### src/shared/lspa_pkg.sv
// constants for the scroll, partial area and access control command decoder
package lspa_pkg;
    // ==========================================================
    // command opcodes
    localparam logic [7:0] PARTIAL_AREA_CMD = 8'h30;
    localparam logic [7:0] SCROLL_LAYOUT_CMD = 8'h33;
    localparam logic [7:0] TEST_A_CMD = 8'h34;
    localparam logic [7:0] TEST_B_CMD = 8'h35;
    localparam logic [7:0] MEM_ACCESS_CTRL_CMD = 8'h36;
    localparam logic [7:0] SCROLL_START_CMD = 8'h37;
    localparam logic [7:0] REDUCED_COLOR_OFF_CMD = 8'h38;
    localparam logic [7:0] REDUCED_COLOR_ON_CMD = 8'h39;
    localparam logic [7:0] PARTIAL_MODE_CMD = 8'h12;
    localparam logic [7:0] NORMAL_MODE_CMD = 8'h13;
    // ==========================================================
    // access control field positions
    localparam int MAC_PAGE_BIT = 7;
    localparam int MAC_COL_BIT = 6;
    localparam int MAC_DIR_BIT = 5;
    localparam int MAC_SCAN_BIT = 4;
    localparam int MAC_BGR_BIT = 3;
    localparam int MAC_INV_BIT = 0;
    localparam logic [7:0] MAC_USED_MASK = 8'hf9;
    // ==========================================================
    // reset values
    localparam logic [7:0] PARTIAL_START_RST = 8'h00;
    localparam logic [7:0] PARTIAL_END_RST = 8'h00;
    localparam logic [7:0] TOP_FIXED_RST = 8'h00;
    localparam logic [7:0] SCROLL_LINES_RST = 8'h00;
    localparam logic [7:0] BOTTOM_FIXED_RST = 8'h53;
    localparam logic [7:0] SCROLL_START_RST = 8'h00;
    localparam logic [7:0] MAC_RST = 8'h00;
    // parameter counter states
    typedef enum logic [3:0] {
        LSPA_IDLE = 4'b0001,
        LSPA_P1 = 4'b0010,
        LSPA_P2 = 4'b0100,
        LSPA_DONE = 4'b1000
    } lspa_pstate_e;
endpackage : lspa_pkg

### src/hdl/lspa_ctrl.sv
// command decoder holding partial area, scroll, access control and idle state
`timescale 1ns/10ps
module lspa_ctrl (
    input wire logic clk_in,
    input wire logic rst_n_in,
    input wire logic byte_valid_in,
    input wire logic is_data_in,
    input wire logic [7:0] byte_in,
    input wire logic frame_start_in,
    input wire logic orient_flip_in,
    input wire logic partial_mode_in,
    input wire logic [7:0] line_in,
    input wire logic [11:0] pixel_in,
    output logic [7:0] partial_start_line_out,
    output logic [7:0] partial_end_line_out,
    output logic [7:0] top_fixed_lines_out,
    output logic [7:0] scroll_lines_out,
    output logic [7:0] bottom_fixed_lines_out,
    output logic top_fixed_present_out,
    output logic bottom_fixed_present_out,
    output logic [7:0] scroll_start_out,
    output logic scroll_active_out,
    output logic page_bottom_up_out,
    output logic col_right_left_out,
    output logic write_page_dir_out,
    output logic scan_bottom_up_out,
    output logic bgr_order_out,
    output logic vert_invert_out,
    output logic ram_read_bottom_up_out,
    output logic regions_rotated_out,
    output logic line_off_out,
    output logic ram_access_en_out,
    output logic idle_mode_out,
    output logic [11:0] pixel_out
);
    import lspa_pkg::*;

    // ==========================================================
    // pin synchronisers
    logic [1:0] frame_sync_r;
    logic [1:0] orient_sync_r;
    logic [1:0] pmode_sync_r;
    logic frame_prev_r;
    always_ff @(posedge clk_in or negedge rst_n_in) begin
        if (!rst_n_in) begin
            frame_sync_r <= 2'b00;
            orient_sync_r <= 2'b00;
            pmode_sync_r <= 2'b00;
            frame_prev_r <= 1'b0;
        end else begin
            frame_sync_r <= {frame_sync_r[0], frame_start_in};
            orient_sync_r <= {orient_sync_r[0], orient_flip_in};
            pmode_sync_r <= {pmode_sync_r[0], partial_mode_in};
            frame_prev_r <= frame_sync_r[1];
        end
    end
    logic frame_edge;
    assign frame_edge = frame_sync_r[1] & ~frame_prev_r;

    // ==========================================================
    // opcode and parameter counting
    logic cmd_stb;
    logic dat_stb;
    assign cmd_stb = byte_valid_in & ~is_data_in;
    assign dat_stb = byte_valid_in & is_data_in;

    logic [7:0] opcode_r;
    lspa_pstate_e pstate_r;
    always_ff @(posedge clk_in or negedge rst_n_in) begin
        if (!rst_n_in) begin
            opcode_r <= 8'h00;
            pstate_r <= LSPA_IDLE;
        end else if (cmd_stb) begin
            opcode_r <= byte_in;
            pstate_r <= LSPA_P1;
        end else if (dat_stb) begin
            unique case (pstate_r)
                LSPA_IDLE: pstate_r <= LSPA_IDLE;
                LSPA_P1: pstate_r <= LSPA_P2;
                LSPA_P2: pstate_r <= LSPA_DONE;
                LSPA_DONE: pstate_r <= LSPA_DONE; // extras ignored, except the third scroll layout byte, which p3 takes in this state
                default: pstate_r <= LSPA_IDLE;
            endcase
        end
    end
    logic p1;
    logic p2;
    logic p3;
    assign p1 = dat_stb & (pstate_r == LSPA_P1);
    assign p2 = dat_stb & (pstate_r == LSPA_P2);
    assign p3 = dat_stb & (pstate_r == LSPA_DONE) & (opcode_r == SCROLL_LAYOUT_CMD);
    // third byte of the scroll layout must not re-arm, so a 4th byte is dropped
    logic layout_done_r;
    always_ff @(posedge clk_in or negedge rst_n_in) begin
        if (!rst_n_in) begin
            layout_done_r <= 1'b0;
        end else if (cmd_stb) begin
            layout_done_r <= 1'b0;
        end else if (p3) begin
            layout_done_r <= 1'b1;
        end
    end

    // ==========================================================
    // partial area
    always_ff @(posedge clk_in or negedge rst_n_in) begin
        if (!rst_n_in) begin
            partial_start_line_out <= PARTIAL_START_RST;
            partial_end_line_out <= PARTIAL_END_RST;
        end else begin
            if (p1 && opcode_r == PARTIAL_AREA_CMD) begin
                partial_start_line_out <= byte_in;
            end
            if (p2 && opcode_r == PARTIAL_AREA_CMD) begin
                partial_end_line_out <= byte_in;
            end
        end
    end

    // ==========================================================
    // scroll layout
    always_ff @(posedge clk_in or negedge rst_n_in) begin
        if (!rst_n_in) begin
            top_fixed_lines_out <= TOP_FIXED_RST;
            scroll_lines_out <= SCROLL_LINES_RST;
            bottom_fixed_lines_out <= BOTTOM_FIXED_RST;
            top_fixed_present_out <= 1'b0;
            bottom_fixed_present_out <= 1'b1;
        end else begin
            if (p1 && opcode_r == SCROLL_LAYOUT_CMD) begin
                top_fixed_lines_out <= byte_in;
                top_fixed_present_out <= (byte_in != 8'h00);
            end
            if (p2 && opcode_r == SCROLL_LAYOUT_CMD) begin
                scroll_lines_out <= byte_in;
            end
            if (p3 && !layout_done_r) begin
                bottom_fixed_lines_out <= byte_in;
                bottom_fixed_present_out <= (byte_in != 8'h00);
            end
        end
    end

    // ==========================================================
    // scroll start, latched at frame start
    logic [7:0] scroll_pend_r;
    always_ff @(posedge clk_in or negedge rst_n_in) begin
        if (!rst_n_in) begin
            scroll_pend_r <= SCROLL_START_RST;
        end else if (p1 && opcode_r == SCROLL_START_CMD) begin
            scroll_pend_r <= byte_in;
        end
    end
    always_ff @(posedge clk_in or negedge rst_n_in) begin
        if (!rst_n_in) begin
            scroll_start_out <= SCROLL_START_RST;
        end else if (frame_edge) begin
            // avoids tearing mid-frame
            scroll_start_out <= scroll_pend_r;
        end
    end
    always_ff @(posedge clk_in or negedge rst_n_in) begin
        if (!rst_n_in) begin
            scroll_active_out <= 1'b0;
        end else if (cmd_stb && (byte_in == NORMAL_MODE_CMD || byte_in == PARTIAL_MODE_CMD)) begin
            scroll_active_out <= 1'b0;
        end else if (cmd_stb && byte_in == SCROLL_START_CMD) begin
            scroll_active_out <= 1'b1;
        end
    end

    // ==========================================================
    // memory access control
    logic [7:0] mac_r;
    always_ff @(posedge clk_in or negedge rst_n_in) begin
        if (!rst_n_in) begin
            mac_r <= MAC_RST;
        end else if (p1 && opcode_r == MEM_ACCESS_CTRL_CMD) begin
            mac_r <= byte_in & MAC_USED_MASK;
        end
    end
    // orientation flip swaps what top and bottom mean
    always_ff @(posedge clk_in or negedge rst_n_in) begin
        if (!rst_n_in) begin
            page_bottom_up_out <= 1'b0;
            col_right_left_out <= 1'b0;
            write_page_dir_out <= 1'b0;
            scan_bottom_up_out <= 1'b0;
            bgr_order_out <= 1'b0;
            vert_invert_out <= 1'b0;
            ram_read_bottom_up_out <= 1'b0;
            regions_rotated_out <= 1'b0;
        end else begin
            page_bottom_up_out <= mac_r[MAC_PAGE_BIT] ^ orient_sync_r[1];
            col_right_left_out <= mac_r[MAC_COL_BIT];
            write_page_dir_out <= mac_r[MAC_DIR_BIT];
            scan_bottom_up_out <= mac_r[MAC_SCAN_BIT] ^ orient_sync_r[1];
            bgr_order_out <= mac_r[MAC_BGR_BIT];
            vert_invert_out <= mac_r[MAC_INV_BIT];
            ram_read_bottom_up_out <= mac_r[MAC_SCAN_BIT] ^ mac_r[MAC_INV_BIT] ^ orient_sync_r[1];
            regions_rotated_out <= mac_r[MAC_SCAN_BIT];
        end
    end

    // ==========================================================
    // idle mode; 0x34/0x35 fall through untouched
    always_ff @(posedge clk_in or negedge rst_n_in) begin
        if (!rst_n_in) begin
            idle_mode_out <= 1'b0;
        end else if (cmd_stb && byte_in == REDUCED_COLOR_ON_CMD) begin
            idle_mode_out <= 1'b1;
        end else if (cmd_stb && byte_in == REDUCED_COLOR_OFF_CMD) begin
            idle_mode_out <= 1'b0;
        end
    end

    // ==========================================================
    // per-line blanking and pixel reduction
    logic in_area;
    assign in_area = (line_in >= partial_start_line_out) && (line_in <= partial_end_line_out);
    always_ff @(posedge clk_in or negedge rst_n_in) begin
        if (!rst_n_in) begin
            line_off_out <= 1'b0;
            ram_access_en_out <= 1'b1;
            pixel_out <= 12'h000;
        end else begin
            line_off_out <= pmode_sync_r[1] & ~in_area;
            ram_access_en_out <= ~(pmode_sync_r[1] & ~in_area);
            if (pmode_sync_r[1] && !in_area) begin
                pixel_out <= 12'h000;
            end else if (idle_mode_out) begin
                pixel_out <= {{4{pixel_in[11]}}, {4{pixel_in[7]}}, {4{pixel_in[3]}}};
            end else begin
                pixel_out <= pixel_in;
            end
        end
    end

    // ==========================================================
    // checks
    AST_PART_START: assert property (@(posedge clk_in) disable iff (!rst_n_in)
        p1 && opcode_r == PARTIAL_AREA_CMD |=> partial_start_line_out == $past(byte_in))
        else $error("partial start not stored");
    AST_LINE_OFF: assert property (@(posedge clk_in) disable iff (!rst_n_in)
        pmode_sync_r[1] && !in_area |=> line_off_out && !ram_access_en_out)
        else $error("outside line not blanked");
    AST_BOTTOM_PRESENT: assert property (@(posedge clk_in) disable iff (!rst_n_in)
        bottom_fixed_present_out == (bottom_fixed_lines_out != 8'h00))
        else $error("bottom presence mismatch");
    AST_MAC_RSVD: assert property (@(posedge clk_in) disable iff (!rst_n_in)
        mac_r[2:1] == 2'b00)
        else $error("reserved access bits set");
    AST_READ_DIR: assert property (@(posedge clk_in) disable iff (!rst_n_in)
        ##1 ram_read_bottom_up_out
            == ($past(mac_r[4]) ^ $past(mac_r[0]) ^ $past(orient_sync_r[1])))
        else $error("read direction wrong");
    AST_SCROLL_HOLD: assert property (@(posedge clk_in) disable iff (!rst_n_in)
        !frame_edge |=> $stable(scroll_start_out))
        else $error("scroll start changed mid frame");
    AST_SCROLL_EXIT: assert property (@(posedge clk_in) disable iff (!rst_n_in)
        cmd_stb && (byte_in == NORMAL_MODE_CMD || byte_in == PARTIAL_MODE_CMD)
            |=> !scroll_active_out)
        else $error("scroll mode not left");
    AST_TOP_PRESENT: assert property (@(posedge clk_in) disable iff (!rst_n_in)
        top_fixed_present_out == (top_fixed_lines_out != 8'h00))
        else $error("top presence mismatch");
    AST_IDLE_OFF: assert property (@(posedge clk_in) disable iff (!rst_n_in)
        cmd_stb && byte_in == REDUCED_COLOR_OFF_CMD |=> !idle_mode_out)
        else $error("idle mode not left");
    AST_ROTATE: assert property (@(posedge clk_in) disable iff (!rst_n_in)
        ##1 regions_rotated_out == $past(mac_r[MAC_SCAN_BIT]))
        else $error("region rotation wrong");
    AST_IDLE_ON: assert property (@(posedge clk_in) disable iff (!rst_n_in)
        cmd_stb && byte_in == REDUCED_COLOR_ON_CMD |=> idle_mode_out ##1 idle_mode_out
            || $past(cmd_stb))
        else $error("idle mode not entered");
    COV_PARTIAL: cover property (@(posedge clk_in) p2 && opcode_r == PARTIAL_AREA_CMD);
    COV_LAYOUT: cover property (@(posedge clk_in) p3 && !layout_done_r);
    COV_SCROLL: cover property (@(posedge clk_in) frame_edge && scroll_active_out);
    COV_IDLE: cover property (@(posedge clk_in) cmd_stb && byte_in == REDUCED_COLOR_ON_CMD);
    COV_BLANK: cover property (@(posedge clk_in) line_off_out);
endmodule : lspa_ctrl

### config.mk
export PLATFORM = sky130hd
export DESIGN_NAME = lspa_ctrl
export DESIGN_NICKNAME = d
export VERILOG_FILES = /design/src/shared/lspa_pkg.sv /design/src/hdl/lspa_ctrl.sv
export SDC_FILE = /design/constraint.sdc
export NUM_CORES = 1
export LEC_CHECK = 0
export CORE_MARGIN = 2
export CORE_UTILIZATION = 30
export DETAILED_ROUTE_END_ITERATION = 7
export DONT_BUFFER_PORTS = 1
export SETUP_SLACK_MARGIN = 0.4
export SYNTH_ARGS = -nofsm -noshare
export SYNTH_HDL_FRONTEND = slang
export SYNTH_SLANG_ARGS = --single-unit
### constraint.sdc
create_clock -name clk_in -period 2.9 [get_ports clk_in]
set_input_delay 0.145 -clock clk_in [delete_from_list [all_inputs] [get_ports clk_in]]
set_output_delay 0.145 -clock clk_in [all_outputs]
set_load 0.05 [all_outputs]
=== Yosys cells after proc, flatten, opt, wreduce, memory -nomap -nowiden ===
Cells that the tools add are included.

* $mul: 0
* $add $sub $neg: 0
* Shifts and indexed selects: 0
* Divide/modulo/power cells: 0
* Bitwise gates (word level): 16
* Reductions and logical operators: 22
* Muxes and demuxes: 11
* Magnitude comparators: 2
* Eq/ne operators: 12

{| class="wikitable"
|+ Operators by type and width
! operator !! count
|-
| 8-bit by 6-bit == test with 1-bit output, second input constant || 7
|-
| 8-bit by 5-bit == test with 1-bit output, second input constant || 2
|-
| 1-bit logical AND || 13
|-
| 12-bit two-way mux || 1
|-
| 11-bit two-way mux || 1
|-
| 1-bit AND || 8
|-
| 8-bit >= comparator || 1
|-
| 8-bit less-or-equal comparator || 1
|-
| 4-bit two-way mux || 2
|-
| 4-bit one-hot mux with 2 select lines || 1
|-
| 2-bit nonzero test || 4
|-
| 8-bit nonzero test || 1
|-
| 1-bit two-way mux || 6
|-
| 4-bit by 2-bit == test with 1-bit output, second input constant || 1
|-
| 4-bit by 3-bit == test with 1-bit output, second input constant || 1
|-
| 4-bit == test, second input constant || 1
|-
| 1-bit inverter || 4
|-
| 1-bit XOR || 4
|-
| 1-bit zero test || 2
|-
| 2-bit OR reduction || 1
|-
| 1-bit logical OR || 1
|}

* Output and inout port bits: 74
* Register bits: 108
* Bits in writable memories: 0
* Logic and storage cells: 93
* Memories: 0
* ROM bits: 0
* Latch bits: 0

=== Depth between registers and ports, before layout ===
Gate-level depths: netlist of the first run.

* Depth after elaboration: 5
* Depth in mapped cells: 7
* Mapped depth without buffers: 6

=== Worst setup path after synthesis of the first run ===
Ideal clock, no wire load.

* Kind: flip-flop to flip-flop
* From: register partial_end_line_out[1]
* To: register pixel_out[0]
* Data required time: 2.762 ns
* Data arrival time: 1.961 ns
* Path slack: 0.801 ns
* Stages on the path, launching flop included: 8
* Clock period less this slack: 2.099 ns
* Cells stage by stage: dfrtp_1 inv_1 ha_1 nor2b_1 o211ai_1 a211oi_1 clkbuf_1 nor4_1

* Word-level cells in the longest chain between the ends: 5

{| class="wikitable"
|+ Ends and longest elaborated chain
! what !! line !! source
|-
| start, declared || lspa_ctrl.sv:15 || <nowiki>output logic [7:0] partial_end_line_out,</nowiki>
|-
| start signal, assigned || lspa_ctrl.sv:115 || <nowiki>partial_end_line_out <= byte_in;</nowiki>
|-
| 8-bit less-or-equal comparator || lspa_ctrl.sv:220 || <nowiki>assign in_area = (line_in >= partial_start_line_out) && (line_in <= partial_end_line_out);</nowiki>
|-
| 1-bit logical AND || lspa_ctrl.sv:220 ||
|-
| 1-bit zero test || lspa_ctrl.sv:229 || <nowiki>if (pmode_sync_r[1] && !in_area) begin</nowiki>
|-
| 1-bit logical AND || lspa_ctrl.sv:229 ||
|-
| 12-bit two-way mux || lspa_ctrl.sv:229 ||
|-
| end signal, assigned || lspa_ctrl.sv:232 || <nowiki>pixel_out <= {{4{pixel_in[11]}}, {4{pixel_in[7]}}, {4{pixel_in[3]}}};</nowiki>
|-
| end signal, assigned || lspa_ctrl.sv:234 || <nowiki>pixel_out <= pixel_in;</nowiki>
|-
| end, declared || lspa_ctrl.sv:34 || <nowiki>output logic [11:0] pixel_out</nowiki>
|}

No other way between the ends.
A chain may end at the register's enable or synchronous reset.

=== Worst setup path in the final report of the first run ===
* From: register opcode_r[7]
* To: register bottom_fixed_lines_out[2]

* Word-level cells in the longest chain between the ends: 3

{| class="wikitable"
|+ Ends and longest elaborated chain
! what !! line !! source
|-
| start, declared || lspa_ctrl.sv:67 || <nowiki>logic [7:0] opcode_r;</nowiki>
|-
| start signal, assigned || lspa_ctrl.sv:74 || <nowiki>opcode_r <= byte_in;</nowiki>
|-
| 8-bit by 6-bit == test with 1-bit output || lspa_ctrl.sv:91 || <nowiki>assign p3 = dat_stb & (pstate_r == LSPA_DONE) & (opcode_r == SCROLL_LAYOUT_CMD);</nowiki>
|-
| 1-bit AND || lspa_ctrl.sv:91 ||
|-
| 1-bit logical AND || lspa_ctrl.sv:137 || <nowiki>if (p3 && !layout_done_r) begin</nowiki>
|-
| end signal, assigned || lspa_ctrl.sv:138 || <nowiki>bottom_fixed_lines_out <= byte_in;</nowiki>
|-
| end, declared || lspa_ctrl.sv:18 || <nowiki>output logic [7:0] bottom_fixed_lines_out,</nowiki>
|}

No other way between the ends.

==> out/metrics.json, run 1 <==
{
  "max_slew_margin_pct": 35.02,
  "setup.worst_path.end_class": "register",
  "number_of_cells_traversed_by_the_worst_register_to_register_path": 4,
  "antenna_diode_count": 0,
  "synth.largest_area_cell": "sky130_fd_sc_hd__dfrtp_1",
  "yosys.area_share.adder_pct": 4.436,
  "final_routed_wire_length_divided_by_cell_count_um": 19.70,
  "power_leakage_uw": 0.002449,
  "synth_mux_area_share_pct": 18.21,
  "path_cells": "nand4bb_1, or4b_1, nor4_4, mux2_2",
  "mappedNetlistArea_um2": 4513,
  "worstMarginPinSlew_ns": 0.9747,
  "synth_seq_area_share_pct": 60.08,
  "post_synth_xor_area_fraction_pct": 0.5822,
  "syn_avg_cell_area_um2": 13.43,
  "die_width_um": 126.7,
  "grt_use_total_pct": 13.93,
  "clk_pin_slew_worst_paths_ns": 0.07,
  "cts_max_level": 3,
  "combPwrFrac_pct": 5.8,
  "synth_compound_gate_area_share_pct": 3.410,
  "synth_top_area_share_pct": 56.00,
  "worst_clock_skew_ns": 0.007502,
  "run_status": "finished with violations",
  "post_drt_via_cell_ratio": 5.013,
  "antenna_found_initial": 0,
  "worst_path_max_delay_cell": "sky130_fd_sc_hd__or4b_1",
  "vdd_drop_max_mv": 0.2570,
  "cp.required_ns": 3.13,
  "crit_path_max_fanout": 9,
  "grt_start_max_net_pins": 109,
  "postCtsHoldBufs": 19,
  "final.fill_count": 1416,
  "p_seq_share_pct": 53.1,
  "period_needed_ns": 2.366,
  "count_of_antenna_violating_nets_left_after_detailed_routing": 0,
  "combined_area_of_the_multi_input_logic_cells_um2": 1670,
  "timing.critical_path.from_type": "register",
  "drc": 0,
  "place_hpwl_mm": 7.253,
  "cp_data_arrival_time_ns": 2.60,
  "setup.worst_path.class": "reg -> reg",
  "p_clk_share_pct": 41.1,
  "aggregate_negative_setup_slack_ns": 0,
  "max-cap-violations": 0,
  "rows": 44,
  "power.switching_fraction_pct": 24.66,
  "cts_tree": "yes",
  "port_buffers": 0,
  "report.final.hold_viol_count": 108,
  "drt-pass1-iter-count": 4,
  "ys_dominant_reg_cell": "sky130_fd_sc_hd__dfrtp_1",
  "synthesis.instances": 336,
  "drive_above_1_share_pct": 28.30,
  "combinational_family_with_the_most_area_after_synthesis": "multiplexers",
  "final_net_count": 410,
  "final_cell_mix": "101 x sky130_fd_sc_hd__dfrtp_1, 65 x sky130_fd_sc_hd__mux2_2, 28 x sky130_fd_sc_hd__nand2_1",
  "top_level_ports": 109,
  "cp_slowest_stage_delay_ns": 0.63,
  "postLayoutSetupSlackWorst_ns": 0.5342,
  "p_sw_uw": 797.1,
  "path_delay_family": "simple AND/OR/NAND/NOR gates",
  "final-setup-viol-count": 0,
  "min_period_over_period_pct": 81.58,
  "cts-root-buf": "sky130_fd_sc_hd__clkbuf_16",
  "synth-edff-count": 0,
  "intPower_uw": 2435,
  "finalHoldWorstSlack_ns": -0.5073,
  "standard_cell_core_area_um2": 14590,
  "die_area_um2": 16040,
  "grt_first_pass_wirelength_mm": 16.86,
  "drt-initial-drc-count": 126,
  "area_share_of_and_or_nand_nor_cells_after_synthesis_pct": 10.29,
  "failed_checks": "negative hold slack",
  "most_common_cell_after_layout_fill_and_taps_aside": "sky130_fd_sc_hd__dfrtp_1",
  "maxClockFrequency_ghz": 0.4227,
  "numCtsBuffers": 9,
  "rsz_0062_raised_after_global_routing": "no",
  "ys_types": 42,
  "path_buf_inv": 0,
  "regArea_um2": 2711,
  "syn_nets": 387,
  "power.density_nw_per_um2": 613.6,
  "weighted_congestion_at_the_end_of_routability_driven_global_placement": 0.8432,
  "max-clock-path-buffers": 2,
  "async_reset_ff_share_pct": 100.0,
  "clkSinkCount": 108,
  "area_growth_pct": 16.72,
  "initial_utilization_pct": 30.93,
  "clock_latency_ns": 0.34,
  "critical_path_cell_count": 4,
  "dp_slack_ns": 0.4598,
  "grt_remaining_overflow": 0,
  "yosys_warnings": 0,
  "number_of_global_route_vias_before_repair": 2799,
  "slew_violations": 0,
  "drt-total-wl_mm": 10.80,
  "via_count": 2747,
  "yosys_register_bits": 108,
  "post_synth_main_area_contributors": "sky130_fd_sc_hd__dfrtp_1 56%, sky130_fd_sc_hd__mux2_2 16%, sky130_fd_sc_hd__ha_1 4.4%",
  "floorplan.die.height_um": 126.7,
  "worstHoldPathType": "in -> async",
  "post-cts-setup-buffer-count": 0
}
==> per-layer routing <==
metal	global-route usage [%]	up-vias	part of all wire [%]
li1	-	1236	-
met1	17.92	1410	44
met2	22.43	90	49
met3	4.007	11	6.1
met4	5.042	0	1.5
met5	0	-	0
==> metrics by stage <==
stage	cell area, um^2	util, %	hold WS (ns)	power, uW	std cells
floorplan	4513	-	-0.1506	1860	336
global placement	4747	32.54	-0.1466	1882	513
detailed placement	4747	32.54	-0.1472	1892	513
CTS	5264	36.08	-0.5243	3277	548
global route	5268	36.11	-0.5319	3371	548
finish	5268	36.11	-0.5073	3232	548
==> power by group through the flow <==
stage                     combinational, uW  sequential [uW]  clock (uW)
after global placement                  137             1750           0
after detailed placement                145             1750           0
after global routing                    209             1730        1440
after CTS                               188             1720        1370
final                                   186             1720        1330
after floorplan                         122             1740           0
==> synthesized netlist by cell type (2+ instances only) <==
cell type,instances
sky130_fd_sc_hd__nand2b_1,5
sky130_fd_sc_hd__xor2_1,3
sky130_fd_sc_hd__ha_1,16
sky130_fd_sc_hd__dfrtp_1,101
sky130_fd_sc_hd__nor2b_1,2
sky130_fd_sc_hd__inv_1,19
sky130_fd_sc_hd__a21o_1,4
sky130_fd_sc_hd__a41oi_1,2
sky130_fd_sc_hd__nor4_2,2
sky130_fd_sc_hd__nor4_1,9
sky130_fd_sc_hd__nor2_1,5
sky130_fd_sc_hd__dfstp_2,7
sky130_fd_sc_hd__a21oi_1,3
sky130_fd_sc_hd__or3_1,2
sky130_fd_sc_hd__clkbuf_1,12
sky130_fd_sc_hd__buf_2,2
sky130_fd_sc_hd__nand3_1,2
sky130_fd_sc_hd__a31oi_1,2
sky130_fd_sc_hd__nand4_1,4
sky130_fd_sc_hd__or4_1,3
sky130_fd_sc_hd__o21ai_0,4
sky130_fd_sc_hd__nor4b_1,5
sky130_fd_sc_hd__nand2_1,28
sky130_fd_sc_hd__nor3_1,2
sky130_fd_sc_hd__a211oi_1,2
sky130_fd_sc_hd__mux2_2,65
sky130_fd_sc_hd__mux2i_1,9
sky130_fd_sc_hd__nand4bb_1,2
==> path summary, 6_finish.rpt <==
path | startpoint | endpoint | slack (ns)
max | opcode_r[7] | bottom_fixed_lines_out[2] | 0.53
min | rst_n_in | frame_sync_r[1] | -0.51
max reg2reg | opcode_r[7] | bottom_fixed_lines_out[2] | 0.53
min reg2reg | orient_sync_r[0] | orient_sync_r[1] | 0.35
max in group asynchronous | rst_n_in | pstate_r[0] | 3.21
min in group clk_in | pixel_in[3] | pixel_out[2] | 0.02
==> sequential cells by signal, indices dropped and copies added, names as in the netlist, 6 cells and up <==
register / flops
partial_start_line_out: 8
pixel_out: 12
scroll_lines_out: 8
scroll_start_out: 8
opcode_r: 8
bottom_fixed_lines_out: 8
scroll_pend_r: 8
top_fixed_lines_out: 8
partial_end_line_out: 8
mac_r: 6
==> layout make-up <==
cell class	instances	share of cell area, %
clock buffer	11	4.608
tap	184	4.371
multi-input combinational	193	31.71
clock inverter	5	1.591
timing repair buffer	28	4.893
sequential	108	51.47
inverter	19	1.354
==> repair_timing <==
item / in CTS / in global routing
endpoints found under the setup margin: 0 / 14
endpoints found under the hold margin: 185 / 108
gates resized for setup: 0 / 1
==> cell families (layout without fill, tap and decap cells) <==
logic type	after synthesis	after routing
buffers and inverters	35	63
AO/OA/AOI/OAI	22	22
flip-flops	108	108
adder cells (fa/ha/maj)	16	16
AND/OR/NAND/NOR	78	78
multiplexers	74	74
XOR/XNOR	3	3
No activity file was read; power rests on OpenSTA's default activity.
==> run 2: changes to the inputs <==
- clock period: 2.9 -> 2.5 ns (I/O delays scaled with it)
==> run 2 against run 1 <==
The flow still finishes with violations (negative hold slack). Hold slack lost 0.030 ns. Critical path depth grew 1. Final area up 3.6%. Via count rose by 2.5%. Core utilization is 1.3 points higher. Clock-buffer cell count is 2 lower. Worst setup slack lost 0.080 ns. Clock skew rose by 0.0030 ns. Wire length is 0.82% higher. Combinational power increased by 45%. Critical endpoint is now bottom_fixed_lines_out[5].
==> out/metrics.json, run 2 (same netlist as run 1, synthesis figures left out) <==
{
  "run_status": "finished with violations",
  "failed_checks": "negative hold slack",
  "number_of_global_route_vias_before_repair": 2995,
  "worstMarginPinSlew_ns": 0.6322,
  "standard_cell_core_area_um2": 14590,
  "slew_violations": 0,
  "initial_utilization_pct": 30.93,
  "floorplan.die.height_um": 126.7,
  "vdd_drop_max_mv": 0.2846,
  "final_net_count": 431,
  "max-clock-path-buffers": 2,
  "area_growth_pct": 20.88,
  "post-layout-total-power_uw": 3731,
  "report.final.hold_viol_count": 108,
  "timing.critical_path.from_type": "register",
  "grt_remaining_overflow": 0,
  "numCtsBuffers": 9,
  "antenna_found_initial": 0,
  "period_needed_ns": 2.045,
  "cts_max_level": 3,
  "worst_clock_skew_ns": 0.01053,
  "drt-pass1-iter-count": 4,
  "clock_latency_ns": 0.35,
  "max-cap-violations": 0,
  "fin_cells": 569,
  "final-setup-viol-count": 0,
  "count_of_antenna_violating_nets_left_after_detailed_routing": 0,
  "grt_first_pass_wirelength_mm": 16.95,
  "grt_use_total_pct": 13.99,
  "rows": 44,
  "drt-initial-drc-count": 195,
  "maxClockFrequency_ghz": 0.4889,
  "crit_path_max_fanout": 9,
  "die_area_um2": 16040,
  "cp.required_ns": 2.74,
  "antenna_diode_count": 0,
  "max_slew_margin_pct": 57.86,
  "layout.cell_area.non_filler_um2": 5455,
  "cp_data_arrival_time_ns": 2.29,
  "postCtsHoldBufs": 26,
  "cts_tree": "yes",
  "finalHoldWorstSlack_ns": -0.5377,
  "regMostFlops": "pixel_out",
  "grt_start_max_net_pins": 109,
  "top_level_ports": 109,
  "drc": 0,
  "setup.worst_path.end_class": "register",
  "placed_insts": 527,
  "post_dp_cell_area_um2": 4852,
  "worstHoldPathType": "in -> async",
  "cts-root-buf": "sky130_fd_sc_hd__clkbuf_16",
  "aggregate_negative_setup_slack_ns": 0,
  "drt-total-wl_mm": 10.88,
  "power_leakage_uw": 0.002554,
  "min_period_over_period_pct": 81.81,
  "post-cts-setup-buffer-count": 0,
  "rsz_0062_raised_after_global_routing": "yes",
  "clk_pin_slew_worst_paths_ns": 0.08,
  "place_hpwl_mm": 7.347,
  "final_cell_mix": "101 x sky130_fd_sc_hd__dfrtp_1, 65 x sky130_fd_sc_hd__mux2_2, 28 x sky130_fd_sc_hd__nand2_1",
  "clkSinkCount": 108,
  "via_count": 2815,
  "port_buffers": 0,
  "power.density_nw_per_um2": 683.9,
  "setup.worst_path.class": "reg -> reg",
  "final_routed_wire_length_divided_by_cell_count_um": 19.13,
  "die_width_um": 126.7,
  "weighted_congestion_at_the_end_of_routability_driven_global_placement": 0.8096,
  "drive_above_1_share_pct": 31.43,
  "post_drt_via_cell_ratio": 4.947,
  "most_common_cell_after_layout_fill_and_taps_aside": "sky130_fd_sc_hd__dfrtp_1",
  "largest_reg_flops": 12
}
-- run 2: cell types whose count changed in the layout (fill, tap and decap cells not counted), sizes merged --
cell / previous run / this run
clkbuf: 11 / 9
buf: 9 / 23
dlygate4sd3: 19 / 26
bufinv: 2 / 1
inv: 20 / 23
-- run 2: final cells by class --
cell class | count | area (um^2)
clock inverters | 7 | 93.84
clock buffers | 9 | 225.2
flip-flops and latches | 108 | 2711
multi-input cells | 193 | 1687
fillers | 1371 | 9134
repair buffers | 49 | 436.7
well taps | 184 | 230.2
inverters | 19 | 71.32
-- run 2: where the power goes --
part	leakage [uW]	internal [uW]	switching [uW]
logic	0.000978	115	154
registers	0.00142	1810	148
clock network	0.000153	807	692
total	0.00255	2740	995
-- run 2: path summary, 6_finish.rpt --
path	to	cells after the start	slack (ns)	from
worst max-delay path	bottom_fixed_lines_out[5]	5	0.45	opcode_r[7]
worst max register to register	bottom_fixed_lines_out[5]	5	0.45	opcode_r[7]
worst min-delay path	orient_sync_r[0]	0	-0.54	rst_n_in
worst min register to register	pmode_sync_r[1]	0	0.35	pmode_sync_r[0]
min in group clk_in	pixel_out[10]	2	0.02	pixel_in[11]
max in group asynchronous	bottom_fixed_lines_out[1]	0	2.77	rst_n_in
-- run 2: what timing repair did --
| item | in CTS | in global routing |
|---|---|---|
| cloned | 0 | 0 |
| setup endpoints to repair | 22 | 36 |
| hold endpoints to repair | 191 | 108 |
| resized for setup | 2 | 4 |
-- run 2: metrics by stage --
step	worst slack (ns)	utilization, %
CTS	0.3913	37.28
detailed placement	0.3467	33.26
finish	0.4547	37.39
floorplan	0.4011	-
global route	0.3732	37.39
global placement	0.3791	33.26
-- run 2: worst max-delay path: stages, from the launching register on --
cell and delay [ns]:
sky130_fd_sc_hd__dfrtp_1 0.38, sky130_fd_sc_hd__nand4bb_1 0.23, sky130_fd_sc_hd__or4b_4 0.57, sky130_fd_sc_hd__nor4_4 0.25
sky130_fd_sc_hd__buf_6 0.18, sky130_fd_sc_hd__mux2_2 0.33
-- run 2: metal layers --
| metal | vias to the layer above | wire, um | track usage [%] |
|---|---|---|---|
| met5 | - | 0 | 0 |
| met4 | 0 | 199 | 6.076 |
| met3 | 17 | 914 | 5.272 |
| met2 | 100 | 5492 | 23.59 |
| met1 | 1425 | 4278 | 15.86 |
| li1 | 1273 | - | - |
